File: src/intr_pos_pkg.sv
package intr_pos_pkg;

    localparam int ADDR_W = 8;
    localparam logic [ADDR_W-1:0] OFF_ENABLE = 8'h00;
    localparam logic [ADDR_W-1:0] OFF_DISTANCE = 8'h04;
    localparam logic [ADDR_W-1:0] OFF_CRUISE = 8'h08;
    localparam logic [ADDR_W-1:0] OFF_RAMP = 8'h0c;
    localparam logic [ADDR_W-1:0] OFF_RELEASE = 8'h10;
    localparam logic [ADDR_W-1:0] OFF_POLARITY = 8'h14;
    localparam logic [ADDR_W-1:0] OFF_STATUS = 8'h18;
    localparam logic [ADDR_W-1:0] OFF_IRQ_STAT = 8'h1c;
    localparam logic [ADDR_W-1:0] OFF_IRQ_MASK = 8'h20;
    localparam logic [ADDR_W-1:0] OFF_REF_COUNT = 8'h24;

    localparam logic [15:0] RST_ENABLE = 16'h0000;
    localparam logic [31:0] RST_DISTANCE = 32'h0000_2710;
    localparam logic [15:0] RST_CRUISE = 16'h00c8;
    localparam logic [15:0] RST_RAMP = 16'h000a;
    localparam logic [15:0] RST_RELEASE = 16'h0001;
    localparam logic [15:0] RST_POLARITY = 16'h0000;

    localparam logic [31:0] MAX_DISTANCE = 32'h4000_0000;
    localparam logic [15:0] MAX_CRUISE = 16'h1770;
    localparam logic [15:0] MAX_RAMP = 16'h03e8;
    localparam logic [15:0] MIN_TRIG_SPEED = 16'h000a;
    localparam logic [15:0] RAMP_REF_SPEED = 16'h03e8;

    localparam logic [1:0] RESP_OKAY = 2'b00;
    localparam logic [1:0] RESP_SLVERR = 2'b10;

    localparam int IRQ_W = 3;
    localparam int IRQ_START = 0;
    localparam int IRQ_DONE = 1;
    localparam int IRQ_DROPPED = 2;

    typedef enum logic [2:0] {
        POL_FALL_A, POL_RISE_A, POL_RISE_B, POL_FALL_B, POL_BOTH
    } polarity_t;

    typedef struct packed {
        logic servo_on;
        logic position_mode;
        logic homing_busy;
        logic [15:0] speed_rpm;
        logic speed_dir_neg;
    } drive_state_t;

    typedef struct packed {
        logic active;
        logic dir_neg;
        logic [31:0] distance;
        logic [15:0] speed_rpm;
        logic [15:0] ramp_ms;
    } move_cmd_t;

endpackage

File: src/interrupt_positioning_control.sv
// Decided for this implementation: the register addresses and register access over AXI4-Lite.
`timescale 1ns/100ps
// Notes on behaviour
// - triggers arriving during homing are ignored.
// - position mode plus servo-on: trigger aborts move, starts preset move, same direction.
// - during the move no position reference is accepted, nor another trigger.
// - reference counter accumulates only the interrupt displacement during the move.
// - references arriving during the move are dropped, never replayed.
// - on completion assert done and position-reached; done low while unfinished.
// - done output ignores servo-on and trigger polarity.
// - trigger valid if prior speed at least 10 rpm, or cruise and distance nonzero.
// - active block input prevents interrupt positioning.
// - moving average filter bypassed for the whole move.
// - enable 0 off, 1 on, default 0, written at stop, used after power-on.
// - distance 0 to 1073741824, default 10000, applies immediately.
// - cruise speed 0 to 6000 rpm, default 200, sets move speed.
// - ramp time 0 to 1000 ms, default 10, for 0 to 1000 rpm.
// - release setting 0 frees after done; 1 waits for release input.
// - trigger is edge-only; codes 0/3 fall, 1/2 rise, 4 both, others edge.
// - cruise 0 uses speed before trigger; nonzero uses the setting.
module interrupt_positioning_control
    import intr_pos_pkg::*;
(
    input wire logic aclk,
    input wire logic aresetn,
    input wire logic [ADDR_W-1:0] s_axi_awaddr,
    input wire logic s_axi_awvalid,
    output logic s_axi_awready,
    input wire logic [31:0] s_axi_wdata,
    input wire logic [3:0] s_axi_wstrb,
    input wire logic s_axi_wvalid,
    output logic s_axi_wready,
    output logic [1:0] s_axi_bresp,
    output logic s_axi_bvalid,
    input wire logic s_axi_bready,
    input wire logic [ADDR_W-1:0] s_axi_araddr,
    input wire logic s_axi_arvalid,
    output logic s_axi_arready,
    output logic [31:0] s_axi_rdata,
    output logic [1:0] s_axi_rresp,
    output logic s_axi_rvalid,
    input wire logic s_axi_rready,
    input wire drive_state_t drive_state,
    input wire logic power_on_load,
    input wire logic intr_trigger_input,
    input wire logic intr_block_in,
    input wire logic intr_release_in,
    input wire logic ext_ref_valid,
    input wire logic [31:0] ext_ref_pulses,
    input wire logic move_finished_in,
    input wire logic deviation_ok_in,
    output move_cmd_t move_cmd,
    output logic abort_move_out,
    output logic ref_accept_out,
    output logic filter_bypass_out,
    output logic [31:0] input_reference_counter,
    output logic intr_move_done_out,
    output logic position_reached_out,
    output logic irq
);

    typedef enum logic [1:0] {ST_IDLE, ST_MOVING, ST_LOCKED} state_t;

    function automatic logic [31:0] clamp32(input logic [31:0] v, input logic [31:0] lim);
        clamp32 = (v > lim) ? lim : v;
    endfunction

    function automatic logic [15:0] clamp16(input logic [15:0] v, input logic [15:0] lim);
        clamp16 = (v > lim) ? lim : v;
    endfunction

    logic [15:0] enable_cfg_reg;
    logic enable_live_reg;
    logic [31:0] distance_reg;
    logic [15:0] cruise_reg;
    logic [15:0] ramp_reg;
    logic [15:0] release_reg;
    logic [15:0] polarity_reg;
    logic [IRQ_W-1:0] irq_stat_reg;
    logic [IRQ_W-1:0] irq_mask_reg;
    state_t state_reg;
    logic trig_prev_reg;
    logic done_reg;
    logic reached_reg;
    logic [31:0] ref_count_reg;

    logic aw_held_reg;
    logic w_held_reg;
    logic [ADDR_W-1:0] awaddr_reg;
    logic [31:0] wdata_reg;
    logic [3:0] wstrb_reg;
    logic wr_fire;
    logic wr_hit;
    logic [31:0] rd_value;
    logic rd_hit;

    logic rise;
    logic fall;
    logic edge_seen;
    logic qualified;
    logic start;
    logic dropped;
    logic [IRQ_W-1:0] irq_events;

    // trigger edge detection; non-edge codes are treated as edge anyway
    always_comb begin
        rise = intr_trigger_input & ~trig_prev_reg;
        fall = ~intr_trigger_input & trig_prev_reg;
        case (polarity_reg[2:0])
            POL_FALL_A, POL_FALL_B: edge_seen = fall;
            POL_RISE_A, POL_RISE_B: edge_seen = rise;
            POL_BOTH: edge_seen = rise | fall;
            default: edge_seen = rise;
        endcase
    end

    // all qualifiers read in the same cycle as the edge
    always_comb begin
        qualified = enable_live_reg
            && drive_state.position_mode && drive_state.servo_on
            && !drive_state.homing_busy
            && !intr_block_in
            && ((drive_state.speed_rpm >= MIN_TRIG_SPEED)
                || (cruise_reg != 16'h0000 && distance_reg != 32'h0000_0000));
        start = edge_seen && qualified && (state_reg == ST_IDLE);
    end

    always_ff @(posedge aclk) begin
        if (!aresetn) begin
            trig_prev_reg <= 1'b0;
        end else begin
            trig_prev_reg <= intr_trigger_input;
        end
    end

    // enable is latched only at power-on load, so run-time writes wait
    always_ff @(posedge aclk) begin
        if (!aresetn) begin
            enable_live_reg <= 1'b0;
        end else if (power_on_load) begin
            enable_live_reg <= enable_cfg_reg[0];
        end
    end

    always_ff @(posedge aclk) begin
        if (!aresetn) begin
            state_reg <= ST_IDLE;
        end else begin
            case (state_reg)
                ST_IDLE: begin
                    if (start) begin
                        state_reg <= ST_MOVING;
                    end
                end
                ST_MOVING: begin
                    if (move_finished_in) begin
                        state_reg <= (release_reg[0]) ? ST_LOCKED : ST_IDLE;
                    end
                end
                ST_LOCKED: begin
                    if (intr_release_in || !release_reg[0]) begin
                        state_reg <= ST_IDLE;
                    end
                end
                default: state_reg <= ST_IDLE;
            endcase
        end
    end

    // move command captured on start; distance, ramp and a nonzero cruise follow live settings
    always_ff @(posedge aclk) begin
        if (!aresetn) begin
            move_cmd <= '0;
        end else if (start) begin
            move_cmd.active <= 1'b1;
            move_cmd.dir_neg <= drive_state.speed_dir_neg;
            move_cmd.distance <= distance_reg;
            move_cmd.speed_rpm <= (cruise_reg == 16'h0000)
                ? drive_state.speed_rpm : cruise_reg;
            move_cmd.ramp_ms <= ramp_reg;
        end else if (state_reg == ST_MOVING && move_finished_in) begin
            move_cmd.active <= 1'b0;
        end else if (state_reg == ST_MOVING) begin
            move_cmd.distance <= distance_reg;
            if (cruise_reg != 16'h0000) begin
                move_cmd.speed_rpm <= cruise_reg;
            end
            move_cmd.ramp_ms <= ramp_reg;
        end
    end

    assign abort_move_out = start;
    assign ref_accept_out = (state_reg == ST_IDLE);
    assign filter_bypass_out = (state_reg == ST_MOVING);
    assign dropped = ext_ref_valid && (state_reg != ST_IDLE || start);

    // counter takes the interrupt distance once; refused references never add
    always_ff @(posedge aclk) begin
        if (!aresetn) begin
            ref_count_reg <= 32'h0000_0000;
        end else if (start) begin
            ref_count_reg <= ref_count_reg + distance_reg;
        end else if (ext_ref_valid && state_reg == ST_IDLE) begin
            ref_count_reg <= ref_count_reg + ext_ref_pulses;
        end
    end
    assign input_reference_counter = ref_count_reg;

    // done is independent of servo-on and polarity on purpose
    always_ff @(posedge aclk) begin
        if (!aresetn) begin
            done_reg <= 1'b0;
            reached_reg <= 1'b0;
        end else begin
            if (start) begin
                done_reg <= 1'b0;
            end else if (state_reg == ST_MOVING && move_finished_in) begin
                done_reg <= 1'b1;
            end else if (state_reg == ST_IDLE && intr_release_in) begin
                done_reg <= 1'b0;
            end
            if (state_reg == ST_MOVING) begin
                reached_reg <= move_finished_in;
            end else begin
                reached_reg <= deviation_ok_in && drive_state.servo_on;
            end
        end
    end
    assign intr_move_done_out = done_reg;
    assign position_reached_out = reached_reg;

    // axi write path: address and data may come in either order
    assign s_axi_awready = !aw_held_reg && !s_axi_bvalid;
    assign s_axi_wready = !w_held_reg && !s_axi_bvalid;
    assign wr_fire = aw_held_reg && w_held_reg && !s_axi_bvalid;

    always_ff @(posedge aclk) begin
        if (!aresetn) begin
            aw_held_reg <= 1'b0;
            w_held_reg <= 1'b0;
            awaddr_reg <= '0;
            wdata_reg <= 32'h0000_0000;
            wstrb_reg <= 4'h0;
            s_axi_bvalid <= 1'b0;
            s_axi_bresp <= RESP_OKAY;
        end else begin
            if (s_axi_awvalid && s_axi_awready) begin
                aw_held_reg <= 1'b1;
                awaddr_reg <= s_axi_awaddr;
            end
            if (s_axi_wvalid && s_axi_wready) begin
                w_held_reg <= 1'b1;
                wdata_reg <= s_axi_wdata;
                wstrb_reg <= s_axi_wstrb;
            end
            if (wr_fire) begin
                aw_held_reg <= 1'b0;
                w_held_reg <= 1'b0;
                s_axi_bvalid <= 1'b1;
                s_axi_bresp <= wr_hit ? RESP_OKAY : RESP_SLVERR;
            end else if (s_axi_bvalid && s_axi_bready) begin
                s_axi_bvalid <= 1'b0;
            end
        end
    end

    always_comb begin
        case (awaddr_reg)
            OFF_ENABLE, OFF_DISTANCE, OFF_CRUISE, OFF_RAMP, OFF_RELEASE,
            OFF_POLARITY, OFF_IRQ_STAT, OFF_IRQ_MASK: wr_hit = 1'b1;
            default: wr_hit = 1'b0;
        endcase
    end

    // settings are full-word writes; distance clamps to its limit, cruise and ramp clamp their low 16 bits to the limit
    always_ff @(posedge aclk) begin
        if (!aresetn) begin
            enable_cfg_reg <= RST_ENABLE;
            distance_reg <= RST_DISTANCE;
            cruise_reg <= RST_CRUISE;
            ramp_reg <= RST_RAMP;
            release_reg <= RST_RELEASE;
            polarity_reg <= RST_POLARITY;
            irq_mask_reg <= '0;
        end else if (wr_fire) begin
            case (awaddr_reg)
                OFF_ENABLE: begin
                    if (state_reg == ST_IDLE && !drive_state.servo_on) begin
                        enable_cfg_reg <= {15'h0000, wdata_reg[0]};
                    end
                end
                OFF_DISTANCE: distance_reg <= clamp32(wdata_reg, MAX_DISTANCE);
                OFF_CRUISE: cruise_reg <= clamp16(wdata_reg[15:0], MAX_CRUISE);
                OFF_RAMP: ramp_reg <= clamp16(wdata_reg[15:0], MAX_RAMP);
                OFF_RELEASE: release_reg <= {15'h0000, wdata_reg[0]};
                OFF_POLARITY: polarity_reg <= wdata_reg[15:0];
                OFF_IRQ_MASK: irq_mask_reg <= wdata_reg[IRQ_W-1:0];
                default: ;
            endcase
        end
    end

    // set wins over a same-cycle write-one clear
    assign irq_events = {dropped, (state_reg == ST_MOVING && move_finished_in), start};
    always_ff @(posedge aclk) begin
        if (!aresetn) begin
            irq_stat_reg <= '0;
        end else if (wr_fire && awaddr_reg == OFF_IRQ_STAT) begin
            irq_stat_reg <= (irq_stat_reg & ~wdata_reg[IRQ_W-1:0]) | irq_events;
        end else begin
            irq_stat_reg <= irq_stat_reg | irq_events;
        end
    end
    assign irq = |(irq_stat_reg & irq_mask_reg);

    always_comb begin
        rd_hit = 1'b1;
        case (s_axi_araddr)
            OFF_ENABLE: rd_value = {16'h0000, enable_cfg_reg};
            OFF_DISTANCE: rd_value = distance_reg;
            OFF_CRUISE: rd_value = {16'h0000, cruise_reg};
            OFF_RAMP: rd_value = {16'h0000, ramp_reg};
            OFF_RELEASE: rd_value = {16'h0000, release_reg};
            OFF_POLARITY: rd_value = {16'h0000, polarity_reg};
            OFF_STATUS: rd_value = {27'h0, enable_live_reg, done_reg, reached_reg, state_reg};
            OFF_IRQ_STAT: rd_value = {{(32-IRQ_W){1'b0}}, irq_stat_reg};
            OFF_IRQ_MASK: rd_value = {{(32-IRQ_W){1'b0}}, irq_mask_reg};
            OFF_REF_COUNT: rd_value = ref_count_reg;
            default: begin
                rd_value = 32'h0000_0000;
                rd_hit = 1'b0;
            end
        endcase
    end

    assign s_axi_arready = !s_axi_rvalid;
    always_ff @(posedge aclk) begin
        if (!aresetn) begin
            s_axi_rvalid <= 1'b0;
            s_axi_rdata <= 32'h0000_0000;
            s_axi_rresp <= RESP_OKAY;
        end else if (s_axi_arvalid && s_axi_arready) begin
            s_axi_rvalid <= 1'b1;
            s_axi_rdata <= rd_value;
            s_axi_rresp <= rd_hit ? RESP_OKAY : RESP_SLVERR;
        end else if (s_axi_rvalid && s_axi_rready) begin
            s_axi_rvalid <= 1'b0;
        end
    end

    property p_homing_blocks;
        @(posedge aclk) disable iff (!aresetn)
        drive_state.homing_busy |-> !abort_move_out;
    endproperty
    a_homing_blocks: assert property (p_homing_blocks) else $error("start during homing");
    property p_start_moves;
        @(posedge aclk) disable iff (!aresetn)
        abort_move_out |=> filter_bypass_out && move_cmd.active;
    endproperty
    a_start_moves: assert property (p_start_moves) else $error("start did not move");
    property p_no_retrigger;
        @(posedge aclk) disable iff (!aresetn)
        filter_bypass_out |-> !abort_move_out && !ref_accept_out;
    endproperty
    a_no_retrigger: assert property (p_no_retrigger) else $error("accepted during move");
    property p_count_drop;
        @(posedge aclk) disable iff (!aresetn)
        (!ref_accept_out && !abort_move_out)
            |=> input_reference_counter == $past(input_reference_counter);
    endproperty
    a_count_drop: assert property (p_count_drop) else $error("counter moved");
    property p_done;
        @(posedge aclk) disable iff (!aresetn)
        (filter_bypass_out && move_finished_in) |=> intr_move_done_out && position_reached_out;
    endproperty
    a_done: assert property (p_done) else $error("done not shown");
    property p_done_low;
        @(posedge aclk) disable iff (!aresetn)
        abort_move_out |=> !intr_move_done_out;
    endproperty
    a_done_low: assert property (p_done_low) else $error("done high while moving");
    property p_block;
        @(posedge aclk) disable iff (!aresetn)
        intr_block_in |-> !abort_move_out;
    endproperty
    a_block: assert property (p_block) else $error("start while blocked");
    property p_lock;
        @(posedge aclk) disable iff (!aresetn)
        (filter_bypass_out && move_finished_in && release_reg[0])
            ##1 (!intr_release_in)[*2] |-> !ref_accept_out;
    endproperty
    a_lock: assert property (p_lock) else $error("lock released early");

    c_start: cover property (@(posedge aclk) disable iff (!aresetn) abort_move_out);
    c_done: cover property (@(posedge aclk) disable iff (!aresetn) $rose(intr_move_done_out));
    c_drop: cover property (@(posedge aclk) disable iff (!aresetn) irq_events[IRQ_DROPPED]);

endmodule // interrupt_positioning_control

File: config.mk
export PLATFORM = sky130hd
export DESIGN_NAME = interrupt_positioning_control
export DESIGN_NICKNAME = d
export VERILOG_FILES = /design/src/intr_pos_pkg.sv /design/src/interrupt_positioning_control.sv
export SDC_FILE = /design/constraint.sdc
export NUM_CORES = 1
export LEC_CHECK = 0
export ABC_AREA = 1
export BUFFER_PORTS_ARGS = -buffer_cell sky130_fd_sc_hd__clkbuf_2
export CORE_MARGIN = 3
export CORE_UTILIZATION = 30
export CTS_BUF_LIST = sky130_fd_sc_hd__clkbuf_4 sky130_fd_sc_hd__clkbuf_8
export DETAILED_ROUTE_END_ITERATION = 8
export PLACE_DENSITY = 0.5
export SLEW_MARGIN = 15
export SYNTH_ARGS = -nofsm -noshare
export SYNTH_HDL_FRONTEND = slang
export SYNTH_SLANG_ARGS = --single-unit
File: constraint.sdc
create_clock -name aclk -period 4.4 [get_ports aclk]
set_input_delay 0.22 -clock aclk [delete_from_list [all_inputs] [get_ports aclk]]
set_output_delay 0.22 -clock aclk [all_outputs]
set_load 0.01 [all_outputs]
Yosys cells after proc, flatten, opt, wreduce, memory -nomap -nowiden:

Index checks and enable logic that the tools add are counted.

* muxes and demuxes: 31
* bitwise gates (word level): 11
* add/subtract/negate cells: 2
* reductions and logical operators: 66
* $lt $le $gt $ge: 4
* eq/ne operators: 24

Operators with widths (number)
* $pmux W32 S10: 1
* $mux W64: 3
* $mux W32: 3
* $add A32 B32 Y32: 2
* $mux W16: 4
* $eq A8 B5 Y1 const B: 7
* $eq A8 B4 Y1 const B: 4
* $gt A32 B31 Y1 const B: 1
* $reduce_bool A32 Y1: 1
* $eq A8 B6 Y1 const B: 3
* $logic_and A1 B1 Y1: 24
* $eq A8 B3 Y1 const B: 2
* $ge A16 B4 Y1 const B: 1
* $gt A16 B10 Y1 const B: 1
* $gt A16 B13 Y1 const B: 1
* $logic_not A16 Y1: 1
* $logic_not A8 Y1: 2
* $reduce_bool A16 Y1: 1
* $reduce_bool A2 Y1: 8
* $reduce_and A2 Y1: 7
* $mux W2: 6
* $mux W1: 11
* $reduce_or A10 Y1: 1
* $reduce_and A3 Y1: 3
* 22 further kinds: 40

* output and inout bits: 145
* flip-flop bits (word level): 272
* input port bits: 118
* word-level logic and storage cells: 166

Depth between registers and ports, before layout:

* depth after elaboration: 11
* gate-level depth with buffers: 27
* mapped depth without buffers: 25

Worst setup path before layout:

No wires, ideal clock.

* path kind: register -> register
* from: reg trig_prev_reg
* to: reg ref_count_reg[22] (netlist: input_reference_counter[22])
* data arrival time: 3.056 ns
* required time: 4.272 ns
* path slack: 1.215 ns
* stages on the path, launching flop included: 23
* buffers on the path: 2
* period minus slack after synthesis: 3.185 ns
* setup time: 0.128 ns
* cell sequence: dfxtp_1 ha_1 inv_1 nand4_1 nand2_1 nor2_1 nor2_4 nand3_4 buf_2 buf_2 nand2_1 o21ai_0 ha_1 fa_1 a21oi_1 o21bai_1 nand2_1 nand3_1 nand3_1 nand2_1 a21oi_1 xor2_1 a21oi_1

* longest elaborated chain between the ends: 7
* elaborated cells on any way between the ends: 9

Ends and longest elaborated chain
* start: declaration: RTL line interrupt_positioning_control.sv:82 `logic trig_prev_reg;`
* start signal: assignment: RTL line interrupt_positioning_control.sv:132 `trig_prev_reg <= intr_trigger_input;`
* $not A1 Y1: RTL line interrupt_positioning_control.sv:107 `rise = intr_trigger_input & ~trig_prev_reg;`
* $and A1 B1 Y1: RTL line interrupt_positioning_control.sv:107
* $or A1 B1 Y1: RTL line interrupt_positioning_control.sv:112 `POL_BOTH: edge_seen = rise | fall;`
* $pmux W1 S2 (*): RTL line interrupt_positioning_control.sv:109 `case (polarity_reg[2:0])`
* $logic_and A1 B1 Y1 (*) (2 in a row): RTL line interrupt_positioning_control.sv:125 `start = edge_seen && qualified && (state_reg == ST_IDLE);`
* $mux W32 or $reduce_bool A2 Y1 (tied branches)
* end signal: assignment: RTL line interrupt_positioning_control.sv:202 `ref_count_reg <= ref_count_reg + distance_reg;`
* end signal: assignment: RTL line interrupt_positioning_control.sv:204 `ref_count_reg <= ref_count_reg + ext_ref_pulses;`
* end: declaration: RTL line interrupt_positioning_control.sv:85 `logic [31:0] ref_count_reg;`

Every way passes the cells marked *; elsewhere a longest branch is shown, timed or not.
A chain may end at the register's enable or synchronous reset.

Final worst setup path:

* from: in intr_trigger_input
* to: reg ref_count_reg[31] (netlist: input_reference_counter[31])

* longest elaborated chain between the ends: 7
* elaborated cells on any way between the ends: 9

Ends and longest elaborated chain
* start: declaration: RTL line interrupt_positioning_control.sv:45 `input wire logic intr_trigger_input,`
* $not A1 Y1: RTL line interrupt_positioning_control.sv:108 `fall = ~intr_trigger_input & trig_prev_reg;`
* $and A1 B1 Y1: RTL line interrupt_positioning_control.sv:108
* $or A1 B1 Y1: RTL line interrupt_positioning_control.sv:112
* $pmux W1 S2 (*): RTL line interrupt_positioning_control.sv:109
* $logic_and A1 B1 Y1 (*) (2 in a row): RTL line interrupt_positioning_control.sv:125
* $mux W32 or $reduce_bool A2 Y1 (tied branches)

Marked as above.

==> flow_metrics.py <==
metrics = {
    "setup_path": {
        "crit_type": "input pin to flop",
        "worst_setup_path_start_kind": "input pin",
        "rr_endpoint": "input_reference_counter[31]$_SDFFE_PN0P_",
        "critPathSlowestCell": "dlygate4sd3_1",
        "arrival_ns": 4.21,
        "critPathMaxStageDelay_ns": 0.55,
        "reg2reg_setup_slack_ns": 0.75,
        "critPathCaptureType": "flop",
        "required_ns": 4.96,
        "r2r_cells": 21,
        "r2r-start": "cruise_reg[11]$_SDFFE_PN0P_",
        "crit_chain": "dlygate4sd3_1, clkbuf_2, inv_1, ha_1, inv_1, nand4_1, nand2_1, nor2_1, nor2_4, nand3_4, buf_4, o21ai_0, ha_1, a21oi_1, o21ai_0, a21oi_1, nand2_1, a21oi_1, inv_1, nand2_1, nand3_1, nand2_1, inv_1, nor2_1",
        "cp_max_fo": 25,
    },
    "sta": {
        "grt_setup_unrepaired": "no",
        "clock_skew_ns": 0.03576,
        "holdWs_ns": 0.1329,
        "slew_violations": 0,
        "tns_ns": 0,
        "post-route-min-period_ns": 3.654,
        "slew_headroom_pct": 35.13,
        "hold_viol": 0,
        "timing.fmax_mhz": 273.7,
        "layout_setup_ws_ns": 0.7465,
        "tightest_slew_ns": 0.9720,
        "finalSetupViolCount": 0,
        "finalCritPeriodShare_pct": 83.04,
    },
    "floorplanning": {
        "pin_count": 263,
        "fp.dieH_um": 213.4,
        "fp-row-count": 75,
        "start_util_pct": 30.56,
        "die_w_um": 213.4,
        "die-area_um2": 45540,
        "coreArea_um2": 42230,
    },
    "routing": {
        "wl_per_cell_um": 19.36,
        "drt_iter0_markers": 1122,
        "ant_nets": 0,
        "wl_mm": 52.01,
        "dr.pass1.iters": 5,
        "drc": 0,
        "vias_per_cell": 5.045,
        "vias": 13550,
    },
    "cells_and_area": {
        "finalNetCount": 2269,
        "syn_to_final_growth_pct": 26.97,
        "regMostFlops": "move_cmd",
        "instances_no_fill": 2686,
        "layout-drive-gt1-share_pct": 18.40,
        "utilization_pct": 38.80,
        "largest_reg_flops": 66,
        "n_antenna_cell": 0,
    },
    "grt": {
        "grt_pass1_vias": 12870,
        "grt_max_degree": 96,
        "grt_first_pass_wirelength_mm": 78.06,
        "grt_usage_pct": 22.36,
        "gr-total-overflow": 0,
        "antenna_found_initial": 0,
    },
    "synth": {
        "synth_warnings": 0,
        "ys_ff_latch": 270,
        "ys_async_sr_fraction_pct": 0,
        "syn_area_per_cell_um2": 7.161,
        "synth_top_area_cell": "dfxtp_1",
        "synth_area_leaders": "dfxtp_1, nand2_1, a21oi_1",
        "synth_ff_type": "dfxtp_1",
        "ys_types": 47,
        "yosysMostFrequentCell": "nand2_1",
        "syn-instance-count": 1802,
        "synth_common_cells": "nand2_1, dfxtp_1, a21oi_1, nor2_1, o21ai_0",
        "synthesis.area_um2": 12900,
        "synth_top_area_share_pct": 41.89,
        "synth_edf_count": 0,
        "seq_area_frac_synth_pct": 41.89,
    },
    "placed_design": {
        "port-buffer-count": 256,
        "place_hpwl_mm": 39.62,
        "pre_cts_slack_ns": 0.7051,
        "gp_congestion": 0.8874,
        "dp_cells": 2533,
    },
    "cts": {
        "htreeDepth": 2,
        "holdBufCountCts": 71,
        "post-cts-setup-buffer-count": 0,
        "cts_tree": "done",
        "cts_buffers": 50,
        "cts_root_buf": "clkbuf_8",
        "clk_path_buf_depth": 3,
        "clk_latency_ns": 0.62,
        "cts.sink_count": 270,
        "clk_pin_slew_ns": 0.06,
        "cts_resized": 0,
    },
    "pwr": {
        "p_per_area_nw_per_um2": 373.1,
        "p_leak_nw": 7.194,
        "ir_worst_vdd_mv": 0.1856,
    },
    "min_path": {
        "min_path_cells": 6,
        "hold_end": "intr_move_done_out$_SDFFE_PP0P_",
        "hold_class": "input pin to flop",
        "holdCritStartpoint": "intr_release_in",
    },
    "status": {
        "status": "finished, final reports clean",
    },
    "job": {
        "drv_cap": 0,
    },
}
## report_power, final
group,leakage [nW],internal [mW],switching [mW]
clock network,0.550,1.46,1.09
logic,4.45,0.341,0.589
registers,2.19,2.53,0.105
## worst max path at each step
stage	from	cells after the start	slack, ns	endpoint
final	intr_trigger_input	24	0.75	input_reference_counter[31]$_SDFFE_PN0P_
after global routing	cruise_reg[11]$_SDFFE_PN0P_	21	0.39	input_reference_counter[31]$_SDFFE_PN0P_
after CTS	cruise_reg[11]$_SDFFE_PN0P_	21	0.77	input_reference_counter[31]$_SDFFE_PN0P_
after detailed placement	intr_trigger_input	23	0.71	input_reference_counter[31]$_SDFFE_PN0P_
after floorplan	trig_prev_reg$_SDFF_PN0_	22	1.22	input_reference_counter[22]$_SDFFE_PN0P_
after global placement	intr_trigger_input	23	0.74	input_reference_counter[31]$_SDFFE_PN0P_
## cells by family after synthesis
family,after synthesis,share of synthesized area (%)
adder cells (fa/ha/maj),34,3.355
XOR/XNOR,21,1.425
AO/OA/AOI/OAI,561,23.81
AND/OR/NAND/NOR,668,21.57
flip-flops,270,41.89
other,1,0.02906
buffers and inverters,247,7.922
## metrics by stage
| stage | power, mW | cell area, um^2 |
|---|---|---|
| global placement | 3.556 | 14630 |
| CTS | 6.179 | 16380 |
| detailed placement | 3.556 | 14630 |
| finish | 6.112 | 16380 |
| floorplan | 3.222 | 12910 |
| global route | 6.400 | 16380 |
## per-layer routing
layer | global-route usage, % | routed length, um | part of all wire, % | vias up
li1 | - | - | - | 6734
met1 | 33.93 | 25540 | 49 | 6281
met2 | 32.52 | 21530 | 41 | 457
met3 | 3.614 | 3614 | 6.9 | 79
met4 | 6.518 | 1319 | 2.5 | 0
met5 | 0 | 0 | 0 | -
## area by class of cell
| type | count | area [um^2] |
|---|---|---|
| Timing Repair Buffer | 355 | 2205 |
| Tap cell | 539 | 674.4 |
| Sequential cell | 270 | 5405 |
| Clock buffer | 75 | 975.9 |
| Fill cell | 4572 | 25840 |
| Inverter | 154 | 578.1 |
| Clock inverter | 7 | 62.56 |
| Multi-Input combinational cell | 1286 | 6482 |
## cells in the final DEF, fill, tap and decap left out, drive strengths merged, types with 3 or more instances in the layout
| master | synthesis | layout |
|---|---|---|
| nand2 | 348 | 348 |
| clkbuf | 48 | 330 |
| dfxtp | 270 | 270 |
| o21ai | 237 | 237 |
| a21oi | 210 | 210 |
| nor2 | 200 | 200 |
| inv | 154 | 154 |
| dlygate4sd3 | 0 | 71 |
| nand3 | 61 | 61 |
| a211oi | 44 | 44 |
| ha | 33 | 33 |
| buf | 45 | 29 |
| nor3 | 28 | 28 |
| a31oi | 25 | 25 |
| nand4 | 19 | 19 |
| xnor2 | 13 | 13 |
| a21o | 9 | 9 |
| o211ai | 9 | 9 |
| nor4 | 8 | 8 |
| xor2 | 8 | 8 |
| o22ai | 7 | 7 |
| o221ai | 7 | 7 |
| clkinv | 0 | 5 |
| o21bai | 3 | 3 |
| o2111ai | 3 | 3 |
| or2 | 3 | 3 |
## worst max-delay path, delay by kind of cell
family          cells  cell delay [ns]
fa+ha+maj           2             0.65
compound gates      5             1.12
buf+inv             7             1.18
simple gates       10             1.02
(Power assumes the default switching activity.)
